[config.mk]
export PLATFORM = sky130hd
export DESIGN_NAME = fpi_ctrl
export DESIGN_NICKNAME = d
export VERILOG_FILES = /design/src/core/fpi_ctrl.v /design/src/core/fpi_sync.v
export VERILOG_INCLUDE_DIRS = /design/src /design/src/core
export SDC_FILE = /design/constraint.sdc
export NUM_CORES = 1
export LEC_CHECK = 0
export ABC_AREA = 1
export BUFFER_PORTS_ARGS = -buffer_cell sky130_fd_sc_hd__buf_2
export CORE_ASPECT_RATIO = 1.4
export CORE_MARGIN = 2
export CORE_UTILIZATION = 51
export DETAILED_ROUTE_END_ITERATION = 6
export PLACE_DENSITY = 0.88
export SLEW_MARGIN = 20
export SYNTH_ARGS = -nofsm -noshare
export SYNTH_HDL_FRONTEND = slang
export SYNTH_SLANG_ARGS = --single-unit
[constraint.sdc]
create_clock -name clock -period 3.35 [get_ports clock]
set_clock_uncertainty 0.05 [all_clocks]
set_input_delay 1.005 -clock clock [delete_from_list [all_inputs] [get_ports clock]]
set_output_delay 1.005 -clock clock [all_outputs]
set_load 0.02 [all_outputs]
[src/core/fpi_defs.vh]
// constants for the fixed priority interrupt and power mode block
// assumes inclusion by bare name from files under core/
`ifndef FPI_DEFS_VH
`define FPI_DEFS_VH

// ----------------------------------------------------------------
// source count and source index in priority order, 0 is highest
// ----------------------------------------------------------------
`define FPI_NUM_SRC      7
`define FPI_SRC_EXT0     0
`define FPI_SRC_TMR0     1
`define FPI_SRC_EXT1     2
`define FPI_SRC_PWM      3
`define FPI_SRC_WDT      4
`define FPI_SRC_SER      5
`define FPI_SRC_ADC      6

// ----------------------------------------------------------------
// program memory start addresses
// ----------------------------------------------------------------
`define FPI_VEC_RESET    16'h0000
`define FPI_VEC_EXT0     16'h0003
`define FPI_VEC_TMR0     16'h000B
`define FPI_VEC_EXT1     16'h0013
`define FPI_VEC_WDT      16'h001B
`define FPI_VEC_SER      16'h0023
`define FPI_VEC_ADC      16'h002B
`define FPI_VEC_PWM      16'h0033

// ----------------------------------------------------------------
// power mode control field positions and reset value
// ----------------------------------------------------------------
`define FPI_PMC_IDLE     0
`define FPI_PMC_PDOWN    1
`define FPI_PMC_RESET    2'h0

// ----------------------------------------------------------------
// mode encodings
// ----------------------------------------------------------------
`define FPI_MODE_RUN     2'h0
`define FPI_MODE_IDLE    2'h1
`define FPI_MODE_PDOWN   2'h2

`endif

[src/core/fpi_ctrl.v]
// seven source fixed priority interrupt logic with idle/power-down control
// assumes the core pulses acknowledge on vector fetch and return at the
// end of service, and that pins ext_request_* are asynchronous, active low
`timescale 1ns/100ps
`default_nettype none
`include "fpi_defs.vh"

// Summary of operation
// (RULE_01) seven sources share one level, no priority register, no nesting.
// (RULE_02) grant order is ext0, timer0, ext1, pwm, watchdog, serial, adc.
// (RULE_03) reset starts at 000, ext0 at 003, timer0 at 00B, ext1 at 013.
// (RULE_04) watchdog vector is 001B, serial 0023, adc 002B, pwm 0033.
// (RULE_05) a request goes out only when its enable and global enable are set.
// (RULE_06) idle halts core, adc and pwm; timer0, serial, watchdog, irqs run.
// (RULE_07) the idle request completes its instruction, then idle begins.
// (RULE_08) idle freezes core state, data memory and special registers.
// (RULE_09) an enabled interrupt ends idle and the core enters its routine.
// (RULE_10) reset in idle restarts the core as a power-on reset does.
// (RULE_11) power-down follows its instruction and stops the oscillator.
// (RULE_12) power-down is left only by hardware reset, never by an interrupt.
// (RULE_13) idle and power-down request bits sit in power mode control.
// (RULE_14) pins keep their latched data in idle and power-down, except pwm.
// (RULE_15) the outside holds reset high two machine cycles, clock running.
// (RULE_16) the pwm output is driven high throughout idle and power-down.
// (RULE_17) a request during service waits for the return before vectoring.
module fpi_ctrl
#(
  parameter NUM_SRC = `FPI_NUM_SRC
)
(
  input  wire                clock,
  input  wire                sys_rst,
  input  wire                ext_request_0,
  input  wire                ext_request_1,
  input  wire                timer0_overflow_flag,
  input  wire                pwm_request,
  input  wire                watchdog_request,
  input  wire                serial_bus_request,
  input  wire                adc_request,
  input  wire [NUM_SRC-1:0]  irq_enable,
  input  wire                global_irq_enable,
  input  wire                pmc_write,
  input  wire [1:0]          pmc_wdata,
  input  wire                irq_ack,
  input  wire                irq_return,
  input  wire                pwm_level,
  output reg                 irq_req,
  output reg  [15:0]         irq_vector,
  output reg  [NUM_SRC-1:0]  irq_pending,
  output reg                 in_service,
  output reg  [1:0]          power_mode_control,
  output reg                 core_halt,
  output reg                 adc_pwm_halt,
  output reg                 osc_stop,
  output reg                 pwm_pin
);

  localparam MODE_RUN   = `FPI_MODE_RUN;
  localparam MODE_IDLE  = `FPI_MODE_IDLE;
  localparam MODE_PDOWN = `FPI_MODE_PDOWN;

  // ----------------------------------------------------------------
  // source index to program address
  // ----------------------------------------------------------------
  function [15:0] fpi_vec;
    input [2:0] idx;
    begin
      case (idx)
        `FPI_SRC_EXT0: fpi_vec = `FPI_VEC_EXT0;                     // RULE_03
        `FPI_SRC_TMR0: fpi_vec = `FPI_VEC_TMR0;                     // RULE_03
        `FPI_SRC_EXT1: fpi_vec = `FPI_VEC_EXT1;                     // RULE_03
        `FPI_SRC_PWM:  fpi_vec = `FPI_VEC_PWM;                      // RULE_04
        `FPI_SRC_WDT:  fpi_vec = `FPI_VEC_WDT;                      // RULE_04
        `FPI_SRC_SER:  fpi_vec = `FPI_VEC_SER;                      // RULE_04
        `FPI_SRC_ADC:  fpi_vec = `FPI_VEC_ADC;                      // RULE_04
        default:       fpi_vec = `FPI_VEC_RESET;
      endcase
    end
  endfunction

  wire               ext0_level;
  wire               ext1_level;
  reg                ext0_prev_reg;
  reg                ext1_prev_reg;
  wire [NUM_SRC-1:0] src_event;
  wire [NUM_SRC-1:0] forwardable;
  reg  [2:0]         win_idx;
  reg                win_any;
  reg  [1:0]         mode_reg;
  reg  [1:0]         mode_next;
  reg  [2:0]         svc_idx_reg;
  integer            i;

  // ----------------------------------------------------------------
  // external pins
  // ----------------------------------------------------------------
  fpi_sync u_sync_ext0
  (
    .clock     (clock),
    .sys_rst   (sys_rst),
    .pin_in    (ext_request_0),
    .level_out (ext0_level)
  );

  fpi_sync u_sync_ext1
  (
    .clock     (clock),
    .sys_rst   (sys_rst),
    .pin_in    (ext_request_1),
    .level_out (ext1_level)
  );

  // falling edge of an active low pin makes one request
  always @(posedge clock or posedge sys_rst)
  begin
    if (sys_rst)
    begin
      ext0_prev_reg <= 1'b1;
      ext1_prev_reg <= 1'b1;
    end
    else
    begin
      ext0_prev_reg <= ext0_level;
      ext1_prev_reg <= ext1_level;
    end
  end

  // ----------------------------------------------------------------
  // source events in priority order
  // ----------------------------------------------------------------
  assign src_event[`FPI_SRC_EXT0] = ext0_prev_reg & ~ext0_level;
  assign src_event[`FPI_SRC_TMR0] = timer0_overflow_flag;
  assign src_event[`FPI_SRC_EXT1] = ext1_prev_reg & ~ext1_level;
  assign src_event[`FPI_SRC_PWM]  = pwm_request;
  assign src_event[`FPI_SRC_WDT]  = watchdog_request;
  assign src_event[`FPI_SRC_SER]  = serial_bus_request;
  assign src_event[`FPI_SRC_ADC]  = adc_request;

  // masked requests stay pending; only the forwarded set is gated
  assign forwardable = irq_pending & irq_enable &
                       {NUM_SRC{global_irq_enable}};              // RULE_05

  // ----------------------------------------------------------------
  // fixed priority pick, lowest index wins
  // ----------------------------------------------------------------
  // scan downward so the last hit is the highest priority
  always @*
  begin
    win_idx = 3'd0;
    win_any = 1'b0;
    for (i = NUM_SRC - 1; i >= 0; i = i - 1)
    begin
      if (forwardable[i])
      begin
        win_idx = i[2:0];                                         // RULE_02
        win_any = 1'b1;
      end
    end
  end

  // ----------------------------------------------------------------
  // pending flags, one per source
  // ----------------------------------------------------------------
  // a fresh event in the clearing cycle wins so no request is lost
  genvar g;
  generate
    for (g = 0; g < NUM_SRC; g = g + 1)
    begin : g_pend
      always @(posedge clock or posedge sys_rst)
      begin
        if (sys_rst)
          irq_pending[g] <= 1'b0;
        else if (src_event[g])
          irq_pending[g] <= 1'b1;                                 // RULE_01
        else if (irq_ack && irq_req && win_idx == g)
          irq_pending[g] <= 1'b0;
      end
    end
  endgenerate

  // ----------------------------------------------------------------
  // mode control
  // ----------------------------------------------------------------
  // the write strobe marks the completing instruction; mode starts next
  always @*
  begin
    mode_next = mode_reg;
    case (mode_reg)
      MODE_RUN:
      begin
        if (pmc_write && pmc_wdata[`FPI_PMC_PDOWN])
          mode_next = MODE_PDOWN;                                 // RULE_11
        else if (pmc_write && pmc_wdata[`FPI_PMC_IDLE])
          mode_next = MODE_IDLE;                                  // RULE_07
      end
      MODE_IDLE:
      begin
        if (win_any && !in_service)
          mode_next = MODE_RUN;                                   // RULE_09
      end
      MODE_PDOWN:
        mode_next = MODE_PDOWN;                                   // RULE_12
      default:
        mode_next = MODE_RUN;
    endcase
  end

  // reset from any mode returns to run at address zero
  always @(posedge clock or posedge sys_rst)
  begin
    if (sys_rst)
      mode_reg <= MODE_RUN;                                       // RULE_10
    else
      mode_reg <= mode_next;
  end

  // ----------------------------------------------------------------
  // power mode control register
  // ----------------------------------------------------------------
  // bits clear when the mode they asked for ends
  always @(posedge clock or posedge sys_rst)
  begin
    if (sys_rst)
      power_mode_control <= `FPI_PMC_RESET;
    else if (mode_reg == MODE_RUN && pmc_write)
      power_mode_control <= pmc_wdata;                            // RULE_13
    else if (mode_reg == MODE_IDLE && mode_next == MODE_RUN)
      power_mode_control[`FPI_PMC_IDLE] <= 1'b0;
  end

  // ----------------------------------------------------------------
  // halts and pins
  // ----------------------------------------------------------------
  // halting the core freezes its registers and memory in place
  always @(posedge clock or posedge sys_rst)
  begin
    if (sys_rst)
    begin
      core_halt    <= 1'b0;
      adc_pwm_halt <= 1'b0;
      osc_stop     <= 1'b0;
      pwm_pin      <= 1'b1;
    end
    else
    begin
      core_halt    <= (mode_next != MODE_RUN);                    // RULE_08
      adc_pwm_halt <= (mode_next != MODE_RUN);                    // RULE_06
      osc_stop     <= (mode_next == MODE_PDOWN);                  // RULE_11
      // other port pins keep their latches; only pwm is overridden
      if (mode_next != MODE_RUN)
        pwm_pin <= 1'b1;                                          // RULE_16
      else
        pwm_pin <= pwm_level;                                     // RULE_14
    end
  end

  // ----------------------------------------------------------------
  // request to the core and service tracking
  // ----------------------------------------------------------------
  // one level only: nothing vectors while a routine is in service
  always @(posedge clock or posedge sys_rst)
  begin
    if (sys_rst)
    begin
      irq_req     <= 1'b0;
      irq_vector  <= `FPI_VEC_RESET;                              // RULE_03
      in_service  <= 1'b0;
      svc_idx_reg <= 3'd0;
    end
    else
    begin
      if (irq_ack && irq_req)
      begin
        in_service  <= 1'b1;                                      // RULE_01
        svc_idx_reg <= win_idx;
        irq_req     <= 1'b0;
      end
      else if (irq_return)
      begin
        in_service <= 1'b0;                                       // RULE_17
        irq_req    <= 1'b0;
      end
      else if (!in_service && win_any && mode_next != MODE_PDOWN)
      begin
        irq_req    <= 1'b1;                                       // RULE_05
        irq_vector <= fpi_vec(win_idx);                           // RULE_02
      end
      else
        irq_req <= 1'b0;
    end
  end

endmodule

`default_nettype wire

[src/core/fpi_sync.v]
// three flip-flop synchroniser with agreement filter for pin inputs
// assumes one clock; the pin may change at any time
`timescale 1ns/100ps
`default_nettype none

module fpi_sync
(
  input  wire clock,
  input  wire sys_rst,
  input  wire pin_in,
  output reg  level_out
);

  reg s1_reg;
  reg s2_reg;
  reg s3_reg;

  // ----------------------------------------------------------------
  // capture chain
  // ----------------------------------------------------------------
  // s1 feeds only s2 to keep metastability out of the filter
  always @(posedge clock or posedge sys_rst)
  begin
    if (sys_rst)
    begin
      s1_reg    <= 1'b1;
      s2_reg    <= 1'b1;
      s3_reg    <= 1'b1;
      level_out <= 1'b1;
    end
    else
    begin
      s1_reg <= pin_in;
      s2_reg <= s1_reg;
      s3_reg <= s2_reg;
      if (s2_reg == s3_reg)
        level_out <= s3_reg;      // change counts once two stages agree
    end
  end

endmodule

`default_nettype wire

==> tab_implementation.tex, run 1 <==
\begin{tabular}{lr}
\hline
Metric & Value \\
\hline
\multicolumn{2}{l}{\textbf{Outcome}} \\
\quad Run status & finished, final reports clean \\
\multicolumn{2}{l}{\textbf{Hold path}} \\
\quad Startpoint of the lowest-slack hold path & u\_sync\_ext0.s1\_reg\$\_DFF\_PP1\_ \\
\quad Path class of the lowest-slack min-delay path & reg2reg \\
\multicolumn{2}{l}{\textbf{Timing}} \\
\quad Final count of pins violating max slew & 0 \\
\quad Setup repair after global routing missed its margin & no \\
\quad Normalized max-slew margin & between 30\% and 40\% \\
\quad Final-report setup violation count & 0 \\
\quad Actual transition at the worst max-transition pin & 927 ps \\
\quad Setup TNS after final layout & 0 ps \\
\quad Time the worst path needs with I/O delays and setup & between 2000 and 2500 ps \\
\quad Highest achievable clock rate & roughly 500 MHz \\
\quad Hold Vio Cnt, Final & 0 \\
\quad Fin crit share & 61.3\% \\
\multicolumn{2}{l}{\textbf{Clock tree}} \\
\quad Buffer cell driving the clock tree root & sky130\_fd\_sc\_hd\_\_clkbuf\_4 \\
\quad Clock tree sinks & 30 \\
\quad Reg clk slew, reported paths & 90 ps \\
\quad Clock buffer count from CTS & 5 \\
\quad Post-CTS setup buffer count & 0 \\
\quad TritonCTS clock tree & done \\
\quad Skew-Pair Late Insertion Delay & roughly 320 ps \\
\quad Resize count post-CTS & 0 \\
\quad Maximum count of clock buffers along a single path & 2 \\
\quad Deepest level of the CTS H-tree & 2 \\
\quad CTS Hold Buffers Added & 0 \\
\multicolumn{2}{l}{\textbf{Critical path}} \\
\quad CP endpoint kind & output port \\
\quad Cell-by-cell trace of the critical path & buf\_2 \\
\quad Top Family by Delay on Critical Path & flip-flops \\
\quad Data required time of the worst path & $\sim$2300 ps \\
\quad Crit path launch type & flip-flop \\
\quad Start-to-end type of the worst setup path & reg2out \\
\quad Worst setup startpoint & pwm\_pin\$\_DFF\_PP1\_ \\
\quad Worst reg2reg path startpoint & irq\_pending[1]\$\_DFFE\_PP0P\_ \\
\quad Buf/Inv on CP & 1 \\
\quad Stage delay of the slowest cell on the critical path & approximately 530 ps \\
\quad WP data arrival & 1000 ps \\
\quad Critical Path Slowest Stage Cell & sky130\_fd\_sc\_hd\_\_dfstp\_2 \\
\quad Crit Path Max Fanout & 1 \\
\multicolumn{2}{l}{\textbf{Detailed routing}} \\
\quad Routed met1 length & roughly 1000 um \\
\quad Number of optimization iterations in the first detailed-route pass & 4 \\
\quad Total wire length & 2640 um \\
\quad Detailed-route vias per instance & 4.70 \\
\quad Sum of met3 wire segment lengths after detailed routing & $\sim$150 um \\
\quad Top metal layer carrying routed signals & met4 \\
\quad Number of nets still failing antenna checks after routing & 0 \\
\quad Sum of met2 wire segment lengths after detailed routing & 1450 um \\
\quad DRC violation count after routing & 0 \\
\quad Initial detailed-routing violation count & 30 \\
\quad Average routed wire per standard cell & 10.9 um \\
\quad Routed vias & between 1000 and 1500 \\
\multicolumn{2}{l}{\textbf{Synth}} \\
\quad Summed instance area of the synthesized netlist & 1380 sq um \\
\quad Total number of yosys warnings & 0 \\
\quad \#FFs+latches synth & 30 \\
\quad Seq/Total Area, Yosys & 55.5\% \\
\quad Post-synthesis instance total & 156 \\
\quad Mean instance size in the synthesized netlist & slightly below 9 sq um \\
\quad Distinct cell type count of the synthesized netlist & 22 \\
\multicolumn{2}{l}{\textbf{Place}} \\
\quad Final estimated routing congestion in global placement & between 0.8 and 0.9 \\
\quad Cell Area, Placed & 1590 sq um \\
\quad DP Wirelength & 2090 um \\
\quad I/O Buffers & 42 \\
\multicolumn{2}{l}{\textbf{Die}} \\
\quad Die ar. & 3140 sq um \\
\quad Count of standard-cell rows & 22 \\
\quad Floorplan core area & about 2600 sq um \\
\quad Starting density of the core & between 50\% and 60\% \\
\quad Floorplan die height & around 65 um \\
\quad I/O pin count & between 50 and 60 \\
\quad Die X & $\sim$48 um \\
\multicolumn{2}{l}{\textbf{Layout}} \\
\quad Nets & roughly 230 \\
\quad Register with the most flip-flops & irq\_pending \\
\quad Final non-filler cell area & $\sim$1600 sq um \\
\quad Area growth, synth to finish & 19.5\% \\
\quad Largest registers ranked by flip-flop count & irq\_pending: 7 flops, irq\_vector: 4 flops \\
\quad Max FFs per register & 7 \\
\quad Final antenna diode count & 0 \\
\quad Proportion of layout cells with a drive suffix above 1 & about 33\% \\
\multicolumn{2}{l}{\textbf{Power and ir drop}} \\
\quad Share of total power in the clock network & around a third \\
\quad Fraction of power consumed by combinational cells & between 10\% and 20\% \\
\quad Switching component of the power & about 0.17 mW \\
\quad Leakage Power & 0.899 nW \\
\quad Tot Pwr & approximately 0.67 mW \\
\quad PD cells & about 410 nW/um\^{}2 \\
\quad Total internal power & 0.503 mW \\
\quad Max rail drop VDD & between 0.3 and 0.4 mV \\
\quad Seq pwr share & between 50\% and 60\% \\
\quad Switching fraction of total power & 24.9\% \\
\multicolumn{2}{l}{\textbf{Global routing}} \\
\quad Vias in the first global route & 1055 \\
\quad Antenna violations before repair & 0 \\
\quad Pin count of the biggest net entering global routing & 27 \\
\quad Residual overflow from global routing & 0 \\
\quad Tot GR Track Use & between 20\% and 30\% \\
\quad Global-route wire length before repair & roughly 4500 um \\
\multicolumn{2}{l}{\textbf{Flow run}} \\
\quad Number of maximum-capacitance constraint violations & 0 \\
\hline
\end{tabular}
==> layout by cell type (no fill, tap or decap), drive strengths merged <==
cell     netlist  routed
nand4          5       5
nand3b         1       1
dfrtp         19      19
dfstp         11      11
a21o           1       1
or2            3       3
clkbuf         0       8
nand2         45      45
nand3         16      16
a2bb2oi        1       1
nor2          10      10
a21oi          3       3
conb           1      11
maj3           2       2
o21ai          5       5
inv           20      20
buf           13      44
==> power by group through the flow <==
stage | Sequential (mW) | Combinational [mW] | Clock (mW)
2_1_floorplan | 0.386 | 0.0578 | 0
3_3_place_gp | 0.388 | 0.0710 | 0
3_5_place_dp | 0.388 | 0.0729 | 0
4_1_cts | 0.381 | 0.0732 | 0.225
5_1_grt | 0.382 | 0.0834 | 0.245
6_report | 0.381 | 0.0731 | 0.216
==> Yosys cell counts <==
master / number / area, sq um
sky130_fd_sc_hd__inv_1: 18 / 67.6
sky130_fd_sc_hd__o21ai_0: 3 / 15.0
sky130_fd_sc_hd__a21oi_1: 3 / 15.0
sky130_fd_sc_hd__dfrtp_1: 19 / 475
sky130_fd_sc_hd__nand2_2: 1 / 6.26
sky130_fd_sc_hd__nor2_2: 1 / 6.26
sky130_fd_sc_hd__or2_1: 2 / 12.5
sky130_fd_sc_hd__a2bb2oi_1: 1 / 8.76
sky130_fd_sc_hd__nor2_1: 9 / 33.8
sky130_fd_sc_hd__o21ai_1: 2 / 10.0
sky130_fd_sc_hd__a21o_1: 1 / 7.51
sky130_fd_sc_hd__nand3_2: 2 / 20.0
sky130_fd_sc_hd__or2_2: 1 / 6.26
sky130_fd_sc_hd__nand2_1: 44 / 165
sky130_fd_sc_hd__buf_4: 13 / 97.6
sky130_fd_sc_hd__nand3b_1: 1 / 7.51
sky130_fd_sc_hd__inv_2: 2 / 7.51
sky130_fd_sc_hd__nand3_1: 14 / 70.1
sky130_fd_sc_hd__conb_1: 1 / 3.75
sky130_fd_sc_hd__dfstp_2: 11 / 289
sky130_fd_sc_hd__maj3_1: 2 / 20.0
sky130_fd_sc_hd__nand4_1: 5 / 31.3
==> final cells by class <==
cell class,count,area (sq um)
tap,36,45.0
fill,235,942
sequential,30,764
clock buffer,8,58.8
multi-input combinational,103,477
timing repair buffer,44,225
inverter,20,75.1
==> through the flow <==
step / setup slack, ps / hold slack (ps) / std cells / util (%)
floorplan: 1330 / 295 / 166 / -
CTS: 1280 / 299 / 241 / 63.6
global route: 1240 / 297 / 241 / 63.6
finish: 1300 / 293 / 241 / 63.6
global placement: 1110 / 298 / 233 / 61.3
detailed placement: 1070 / 299 / 233 / 61.3
==> logic make-up after synthesis <==
group / synth area share (%)
buffers and inverters: 12.5
and+or+nand+nor: 26.1
AOI/OAI and AO/OA: 4.09
other: 0.272
adders and majority gates: 1.45
DFF: 55.5
==> worst paths after layout <==
check | to | slack [ps] | cells past startpoint
setup / recovery | pwm_pin | 1300 | 1
hold / removal | u_sync_ext0.s2_reg$_DFF_PP1_ | 290 | 0
setup reg to reg | irq_vector[1]$_DFFE_PP0P_ | 1800 | 7
hold reg to reg | u_sync_ext0.s2_reg$_DFF_PP1_ | 290 | 0
max in group asynchronous | u_sync_ext1.s1_reg$_DFF_PP1_ | 1730 | 3
min in group asynchronous | irq_pending[1]$_DFFE_PP0P_ | 820 | 2
==> routing by layer <==
layer	global-route usage [%]	vias up
met1	23.0	527
met5	0	-
li1	-	568
met2	34.2	34
met3	7.69	4
met4	8.45	0
Note: power is estimated with default switching activity, not from simulation.
==> inputs of run 2 (changes only) <==
--- a/config.mk
+++ b/config.mk
@@ -10,9 +10,9 @@
 export BUFFER_PORTS_ARGS = -buffer_cell sky130_fd_sc_hd__buf_2
 export CORE_ASPECT_RATIO = 1.4
 export CORE_MARGIN = 2
-export CORE_UTILIZATION = 51
+export CORE_UTILIZATION = 47
 export DETAILED_ROUTE_END_ITERATION = 6
-export PLACE_DENSITY = 0.88
+export PLACE_DENSITY = 0.83
 export SLEW_MARGIN = 20
 export SYNTH_ARGS = -nofsm -noshare
 export SYNTH_HDL_FRONTEND = slang
==> constraint.sdc (replaced) <==
create_clock -name clock -period 2.1 [get_ports clock]
set_clock_uncertainty 0.05 [all_clocks]
set_input_delay 0.63 -clock clock [delete_from_list [all_inputs] [get_ports clock]]
set_output_delay 0.63 -clock clock [all_outputs]
set_load 0.02 [all_outputs]
==> run 2 against run 1 <==
First-iteration DRC count down 40%. Clock power up 110%. Clock-buffer cell count down 1. Sequential cell count unchanged. Die area up 7.9%. Register-to-register slack worse by 1200 ps. Sequential share of layout area down 0.73 points. Sequential power up 60%. Utilization down 4.3 points. Non-clock buffer count down 1. Combinational power up 55%. Via count up 0.79%. Largest cell class unchanged. Highest routed layer unchanged.
==> tab_implementation.tex, run 2 (same netlist as run 1, synthesis figures left out) <==
\begin{tabular}{lr}
\hline
Metric & Value \\
\hline
\multicolumn{2}{l}{\textbf{Power and ir drop}} \\
\quad Leakage Power & around 0.91 nW \\
\quad Seq pwr share & 51.7\% \\
\quad Switching component of the power & 0.276 mW \\
\quad PD cells & a little over 700 nW/um\^{}2 \\
\quad Total internal power & approximately 0.9 mW \\
\quad Share of total power in the clock network & around two fifths \\
\quad Max rail drop VDD & $\sim$0.56 mV \\
\quad Switching fraction of total power & between 20\% and 30\% \\
\quad Fraction of power consumed by combinational cells & under 10\% \\
\multicolumn{2}{l}{\textbf{Critical path}} \\
\quad Buf/Inv on CP & 1 \\
\quad Data required time of the worst path & 1420 ps \\
\quad Worst setup startpoint & pwm\_pin\$\_DFF\_PP1\_ \\
\quad Critical Path Slowest Stage Cell & sky130\_fd\_sc\_hd\_\_dfstp\_2 \\
\quad Worst flop-to-flop path endpoint & irq\_vector[4]\$\_DFFE\_PP0P\_ \\
\quad Cell-by-cell trace of the critical path & buf\_2 \\
\quad Crit path launch type & flip-flop \\
\quad Stage delay of the slowest cell on the critical path & just over 500 ps \\
\quad Depth of the critical timing path with buffers and inverters included & 1 \\
\quad Worst reg2reg path startpoint & irq\_req\$\_DFF\_PP0\_ \\
\quad Start-to-end type of the worst setup path & reg2out \\
\quad WP data arrival & around 940 ps \\
\quad Number of cells on the worst reg-to-reg path & 7 \\
\quad Top Family by Delay on Critical Path & flip-flops \\
\quad End of the critical path & pwm\_pin \\
\quad Flop2flop setup slack & 570 ps \\
\quad Crit Path Max Fanout & 1 \\
\quad CP endpoint kind & output port \\
\multicolumn{2}{l}{\textbf{Layout}} \\
\quad Area occupied by registers & 764 sq um \\
\quad Combined area of the multi-input logic cells & around 480 sq um \\
\quad Filler cells & roughly 280 \\
\quad Largest registers ranked by flip-flop count & irq\_pending: 7 flops, irq\_vector: 4 flops \\
\quad Area growth, synth to finish & 21.5\% \\
\quad Final antenna diode count & 0 \\
\quad Nets & 226 \\
\quad Proportion of layout cells with a drive suffix above 1 & between 30\% and 40\% \\
\quad Commonest non-fill, non-tap cell in the layout & sky130\_fd\_sc\_hd\_\_nand2\_1 \\
\quad Register with the most flip-flops & irq\_pending \\
\quad Max FFs per register & 7 \\
\quad Commonest cells after routing, fill and taps aside & sky130\_fd\_sc\_hd\_\_nand2\_1, sky130\_fd\_sc\_hd\_\_buf\_2, sky130\_fd\_sc\_hd\_\_dfrtp\_1, sky130\_fd\_sc\_hd\_\_inv\_1, sky130\_fd\_sc\_hd\_\_nand3\_1 \\
\multicolumn{2}{l}{\textbf{Global routing}} \\
\quad Antenna violations before repair & 0 \\
\quad Global-route wire length before repair & approximately 4100 um \\
\quad Tot GR Track Use & $\sim$17\% \\
\quad Vias in the first global route & roughly 1100 \\
\quad Residual overflow from global routing & 0 \\
\quad Pin count of the biggest net entering global routing & 31 \\
\multicolumn{2}{l}{\textbf{Timing}} \\
\quad Setup repair after global routing missed its margin & no \\
\quad Final-report setup violation count & 0 \\
\quad Time the worst path needs with I/O delays and setup & 1620 ps \\
\quad Setup TNS after final layout & 0 ps \\
\quad Fin crit share & 77.1\% \\
\quad Final count of pins violating max slew & 0 \\
\quad Final setup slack of the worst path & approximately 480 ps \\
\quad Hold Vio Cnt, Final & 0 \\
\quad Highest achievable clock rate & 618 MHz \\
\multicolumn{2}{l}{\textbf{Detailed routing}} \\
\quad Routed met1 length & roughly 1000 um \\
\quad Number of nets still failing antenna checks after routing & 0 \\
\quad Sum of met2 wire segment lengths after detailed routing & 1240 um \\
\quad Routed vias & $\sim$1100 \\
\quad Number of optimization iterations in the first detailed-route pass & 4 \\
\quad Initial detailed-routing violation count & 18 \\
\quad Total wire length & around 2400 um \\
\quad DRC violation count after routing & 0 \\
\quad Sum of met3 wire segment lengths after detailed routing & 167 um \\
\quad Top metal layer carrying routed signals & met4 \\
\quad Average routed wire per standard cell & just over 10 um \\
\quad Detailed-route vias per instance & roughly 4.7 \\
\multicolumn{2}{l}{\textbf{Hold path}} \\
\quad Path class of the lowest-slack min-delay path & reg2reg \\
\quad Hold Path Depth & 0 \\
\multicolumn{2}{l}{\textbf{Outcome}} \\
\quad Run status & finished, final reports clean \\
\multicolumn{2}{l}{\textbf{Die}} \\
\quad Starting density of the core & 48.8\% \\
\quad Count of standard-cell rows & 23 \\
\quad Floorplan die height & between 60 and 70 um \\
\quad I/O pin count & 54 \\
\quad Die ar. & 3380 sq um \\
\quad Floorplan core area & 2820 sq um \\
\quad Die X & 49.7 um \\
\multicolumn{2}{l}{\textbf{Clock tree}} \\
\quad TritonCTS clock tree & done \\
\quad Clock buffer count from CTS & 5 \\
\quad Buffer cell driving the clock tree root & sky130\_fd\_sc\_hd\_\_clkbuf\_8 \\
\quad Post-CTS setup buffer count & 0 \\
\quad Resize count post-CTS & 0 \\
\quad Maximum count of clock buffers along a single path & 2 \\
\quad Skew-Pair Late Insertion Delay & 280 ps \\
\quad Deepest level of the CTS H-tree & 2 \\
\quad Clock tree sinks & 30 \\
\quad Reg clk slew, reported paths & around 60 ps \\
\quad CTS Hold Buffers Added & 0 \\
\multicolumn{2}{l}{\textbf{Flow run}} \\
\quad Number of maximum-capacitance constraint violations & 0 \\
\multicolumn{2}{l}{\textbf{Place}} \\
\quad Final estimated routing congestion in global placement & about 0.84 \\
\quad DP Wirelength & between 1500 and 2000 um \\
\quad Pre-CTS setup slack & 218 ps \\
\quad I/O Buffers & 42 \\
\hline
\end{tabular}
## run 2: changes by cell type in the layout (fill, tap and decap cells not counted)
cell and delta:
sky130_fd_sc_hd__clkbuf_1 -1, sky130_fd_sc_hd__clkinv_2 +1, sky130_fd_sc_hd__clkbuf_8 +5, sky130_fd_sc_hd__clkbuf_4 -5
sky130_fd_sc_hd__buf_4 -1
## run 2: area by class of cell
class | count | share of cell area, %
inverter | 20 | 4.49
clock buffer | 7 | 5.16
tap | 37 | 2.77
sequential | 30 | 45.7
multi-input combinational | 103 | 28.5
clock inverter | 1 | 0.299
timing repair buffer | 43 | 13.0
## run 2: per-layer routing
| metal | vias to the layer above | global-route usage, % |
|---|---|---|
| met1 | 539 | 16.9 |
| met3 | 7 | 6.55 |
| met4 | 0 | 9.38 |
| met2 | 35 | 29.3 |
| met5 | - | 0 |
| li1 | 561 | - |
## run 2: worst min-delay path by stage
stage                                  from                            to
2_1_floorplan  u_sync_ext0.s1_reg$_DFF_PP1_  u_sync_ext0.s2_reg$_DFF_PP1_
3_3_place_gp   u_sync_ext0.s1_reg$_DFF_PP1_  u_sync_ext0.s2_reg$_DFF_PP1_
3_5_place_dp   u_sync_ext0.s1_reg$_DFF_PP1_  u_sync_ext0.s2_reg$_DFF_PP1_
4_1_cts        u_sync_ext0.s1_reg$_DFF_PP1_  u_sync_ext0.s2_reg$_DFF_PP1_
5_1_grt        u_sync_ext0.s1_reg$_DFF_PP1_  u_sync_ext0.s2_reg$_DFF_PP1_
6_report       u_sync_ext1.s1_reg$_DFF_PP1_  u_sync_ext1.s2_reg$_DFF_PP1_
## run 2: per-stage QoR
step	power [mW]	instances	hold WS, ps	area (sq um)	util (%)
after detailed placement	0.732	233	301	1580	56.0
after CTS	1.20	241	309	1670	59.3
after floorplan	0.709	166	295	1410	-
after global placement	0.730	233	297	1580	56.0
after global routing	1.23	241	310	1670	59.3
final	1.18	241	307	1670	59.3
## run 2: power groups by stage
stage          logic (mW)  clock network (mW)  registers [mW]
2_1_floorplan      0.0922                   0           0.616
3_3_place_gp        0.112                   0           0.618
3_5_place_dp        0.113                   0           0.619
4_1_cts             0.114               0.472           0.609
5_1_grt             0.129               0.494           0.611
6_report            0.113               0.455           0.609
==> inputs of run 3 (changes only) <==
--- a/config.mk
+++ b/config.mk
@@ -6,7 +6,7 @@
 export SDC_FILE = /design/constraint.sdc
 export NUM_CORES = 1
 export LEC_CHECK = 0
-export ABC_AREA = 1
+export ABC_AREA = 0
 export BUFFER_PORTS_ARGS = -buffer_cell sky130_fd_sc_hd__buf_2
 export CORE_ASPECT_RATIO = 1.4
 export CORE_MARGIN = 2
==> constraint.sdc (replaced) <==
create_clock -name clock -period 1.6 [get_ports clock]
set_clock_uncertainty 0.05 [all_clocks]
set_input_delay 0.48 -clock clock [delete_from_list [all_inputs] [get_ports clock]]
set_output_delay 0.48 -clock clock [all_outputs]
set_load 0.02 [all_outputs]
==> run 3 against run 2 <==
The run now ends with setup timing left. Register-to-register slack lost 840 ps. Setup slack lost 750 ps. Global-route usage grew 5.2 points. Via count grew 5.4%. Final area grew 21%. Die area shrank 1.8%. First-iteration DRC count grew 11%. Hold slack lost 100 ps. Largest cell class unchanged.
==> tab_implementation.tex, run 3 <==
\begin{tabular}{lr}
\hline
Metric & Value \\
\hline
\multicolumn{2}{l}{\textbf{Outcome}} \\
\quad Run status & finished with violations \\
\quad Violated checks & setup timing \\
\multicolumn{2}{l}{\textbf{Place}} \\
\quad Final estimated routing congestion in global placement & 0.879 \\
\quad I/O Buffers & 42 \\
\quad Cell Area, Placed & 1740 sq um \\
\quad Pre-CTS setup slack & -469 ps \\
\quad DP Wirelength & roughly 2500 um \\
\multicolumn{2}{l}{\textbf{Synth}} \\
\quad Largest family of logic cells by synthesized area & compound AO/OA/AOI/OAI gates \\
\quad Post-synthesis instance total & 117 \\
\quad Seq/Total Area, Yosys & around 57\% \\
\quad Total number of yosys warnings & 0 \\
\quad Number of synthesized flops with an enable pin & 0 \\
\quad Summed instance area of the synthesized netlist & 1350 sq um \\
\quad Area fraction of the dominant cell type after synthesis & a little over a third \\
\quad Post-synth top cells & sky130\_fd\_sc\_hd\_\_dfrtp\_1, sky130\_fd\_sc\_hd\_\_buf\_4, sky130\_fd\_sc\_hd\_\_dfstp\_2, sky130\_fd\_sc\_hd\_\_inv\_1 \\
\quad Post-synthesis cell type with the largest combined area & sky130\_fd\_sc\_hd\_\_dfrtp\_1 \\
\quad Adder-cell area share of the yosys netlist & under 10\% \\
\quad Distinct cell type count of the synthesized netlist & 41 \\
\quad Leading register cell type out of synthesis & sky130\_fd\_sc\_hd\_\_dfrtp\_1 \\
\quad Most numerous cell in the Yosys netlist & sky130\_fd\_sc\_hd\_\_dfrtp\_1 \\
\quad FFs w/ async S/R, synth & 100\% \\
\quad Simple-gate portion of the synthesized area & 13.6\% \\
\quad Mean instance size in the synthesized netlist & between 10 and 15 sq um \\
\quad \#FFs+latches synth & 30 \\
\quad Top cells by area in the synthesized netlist & sky130\_fd\_sc\_hd\_\_dfrtp\_1, sky130\_fd\_sc\_hd\_\_dfstp\_2, sky130\_fd\_sc\_hd\_\_buf\_4 \\
\quad Mux cell area share after synthesis & under 10\% \\
\quad Synth Area in Compound Gates & between 10\% and 20\% \\
\quad XOR/XNOR Fraction of Synth Area & 0\% \\
\multicolumn{2}{l}{\textbf{Detailed routing}} \\
\quad Number of optimization iterations in the first detailed-route pass & 4 \\
\quad Number of nets still failing antenna checks after routing & 0 \\
\quad Detailed-route vias per instance & approximately 5.2 \\
\quad Total wire length & approximately 3600 um \\
\quad Average routed wire per standard cell & approximately 16 um \\
\quad Routed vias & about 1200 \\
\quad Initial detailed-routing violation count & 20 \\
\quad DRC violation count after routing & 0 \\
\multicolumn{2}{l}{\textbf{Clock tree}} \\
\quad Reg clk slew, reported paths & $\sim$60 ps \\
\quad Deepest level of the CTS H-tree & 2 \\
\quad Buffer cell driving the clock tree root & sky130\_fd\_sc\_hd\_\_clkbuf\_8 \\
\quad Maximum count of clock buffers along a single path & 2 \\
\quad CTS Hold Buffers Added & 0 \\
\quad Clock tree sinks & 30 \\
\quad TritonCTS clock tree & done \\
\quad Skew-Pair Late Insertion Delay & approximately 280 ps \\
\quad Clock buffer count from CTS & 5 \\
\multicolumn{2}{l}{\textbf{Critical path}} \\
\quad Start-to-end type of the worst setup path & reg2reg \\
\quad Crit path launch type & flip-flop \\
\quad Crit Path Max Fanout & 5 \\
\quad Data required time of the worst path & around 1700 ps \\
\quad CP endpoint kind & flip-flop \\
\quad WP data arrival & between 1500 and 2000 ps \\
\multicolumn{2}{l}{\textbf{Global routing}} \\
\quad Vias in the first global route & around 1200 \\
\quad Met3 track demand over resource & under 10\% \\
\quad Global-route wire length before repair & $\sim$5300 um \\
\quad Antenna violations before repair & 0 \\
\quad Tot GR Track Use & a little over a fifth \\
\quad Pin count of the biggest net entering global routing & 31 \\
\quad Met2 routing resource usage after global routing & between 40\% and 50\% \\
\quad GR Util met1 & between 10\% and 20\% \\
\quad Most used routing layer & met2 \\
\quad Residual overflow from global routing & 0 \\
\multicolumn{2}{l}{\textbf{Layout}} \\
\quad Proportion of layout cells with a drive suffix above 1 & 63.4\% \\
\quad Final antenna diode count & 0 \\
\quad Register with the most flip-flops & irq\_pending \\
\quad Combined area of the multi-input logic cells & 622 sq um \\
\quad Commonest cells after routing, fill and taps aside & sky130\_fd\_sc\_hd\_\_buf\_2, sky130\_fd\_sc\_hd\_\_buf\_4, sky130\_fd\_sc\_hd\_\_dfrtp\_1, sky130\_fd\_sc\_hd\_\_conb\_1, sky130\_fd\_sc\_hd\_\_dfstp\_2 \\
\quad Largest registers ranked by flip-flop count & irq\_pending: 7 flops, irq\_vector: 4 flops \\
\quad Nets & 216 \\
\quad Final non-filler cell area & $\sim$2000 sq um \\
\quad Commonest non-fill, non-tap cell in the layout & sky130\_fd\_sc\_hd\_\_buf\_2 \\
\quad Area occupied by registers & 771 sq um \\
\quad Area growth, synth to finish & 50.0\% \\
\quad Max FFs per register & 7 \\
\quad Filler cells & roughly 220 \\
\multicolumn{2}{l}{\textbf{Die}} \\
\quad Count of standard-cell rows & 23 \\
\quad Starting density of the core & around half \\
\quad Die X & 49.3 um \\
\quad Floorplan core area & between 2000 and 3000 sq um \\
\quad Die ar. & approximately 3300 sq um \\
\quad Floorplan die height & just under 70 um \\
\quad I/O pin count & between 50 and 60 \\
\multicolumn{2}{l}{\textbf{Timing}} \\
\quad Final-report setup violation count & 16 \\
\quad Fin crit share & 117\% \\
\quad Final count of pins violating max slew & 0 \\
\quad Hold Vio Cnt, Final & 0 \\
\quad Setup repair after global routing missed its margin & yes \\
\quad Highest achievable clock rate & roughly 530 MHz \\
\quad Time the worst path needs with I/O delays and setup & between 1500 and 2000 ps \\
\quad Final setup slack of the worst path & -272 ps \\
\multicolumn{2}{l}{\textbf{Power and ir drop}} \\
\quad Max rail drop VDD & about 0.74 mV \\
\quad Leakage Power & around 0.94 nW \\
\quad PD cells & between 900 and 1000 nW/um\^{}2 \\
\multicolumn{2}{l}{\textbf{Hold path}} \\
\quad Path class of the lowest-slack min-delay path & in2async \\
\multicolumn{2}{l}{\textbf{Flow run}} \\
\quad Number of maximum-capacitance constraint violations & 0 \\
\hline
\end{tabular}
==> run 3: cell types whose count changed after synthesis, sizes merged, moves of 4 or more <==
cell   before  now
nor2       10    3
nand3      16    5
inv        20    7
nand4       5    1
a22oi       0    4
nand2      45    6
==> run 3: repair_timing <==
action,in CTS,in global routing
endpoints found under the setup margin,14,17
resized for setup,14,17
buffers inserted,4,3
pin swaps,7,10
==> run 3: metrics by stage <==
stage	utilization [%]	hold WS, ps	total power [mW]	setup TNS (ps)	instances
floorplan	-	295	1.09	-950	127
global placement	62.4	296	1.18	-3300	216
detailed placement	62.4	297	1.20	-4380	216
CTS	68.8	203	1.85	-1140	228
global route	72.5	231	1.91	-3220	231
finish	72.5	205	1.83	-2350	231
==> run 3: cell families after synthesis <==
logic type / Yosys count
AO/OA/AOI/OAI: 31
adder cells (fa/ha/maj): 2
buffers and inverters: 21
flip-flops: 30
multiplexers: 2
other: 1
AND/OR/NAND/NOR: 30
==> run 3: final timing paths <==
path	startpoint	to	slack, ps	cells past startpoint
min	sys_rst	irq_pending[3]$_DFFE_PP0P_	210	3
max	irq_pending[4]$_DFFE_PP0P_	irq_vector[5]$_DFFE_PP0P_	-270	5
max reg2reg	irq_pending[4]$_DFFE_PP0P_	irq_vector[5]$_DFFE_PP0P_	-270	5
max in group asynchronous	sys_rst	pwm_pin$_DFF_PP1_	990	3
min reg2reg	u_sync_ext1.s1_reg$_DFF_PP1_	u_sync_ext1.s2_reg$_DFF_PP1_	310	0
min in group clock	ext_request_0	u_sync_ext0.s1_reg$_DFF_PP1_	240	1
==> run 3: final cells by class <==
type | count | share of cell area (%)
Inverter | 7 | 1.30
Sequential cell | 30 | 38.1
Tap cell | 37 | 2.29
Clock buffer | 6 | 4.08
Multi-Input combinational cell | 76 | 30.7
Clock inverter | 2 | 0.618
Timing Repair Buffer | 73 | 22.9
==> run 3: per-layer routing <==
layer  up-vias  part of all wire [%]
met2        51                    58
met3        12                   6.8
met4         0                   2.2
met5         -                     0
li1        549                     -
met1       592                    33
==> run 3: worst max-delay path, stage by stage, from the launching register on <==
cell,delay (ps)
sky130_fd_sc_hd__dfrtp_2,390
sky130_fd_sc_hd__a222oi_1,90
sky130_fd_sc_hd__buf_4,150
sky130_fd_sc_hd__a311o_1,330
sky130_fd_sc_hd__nor4b_4,410
sky130_fd_sc_hd__mux2_4,340
==> run 3: power breakdown <==
group	internal (mW)	switching (mW)	leakage [nW]
Clock	0.345	0.273	0.0472
Combinational	0.145	0.202	0.576
Sequential	0.834	0.0352	0.314
Total	1.32	0.511	0.937
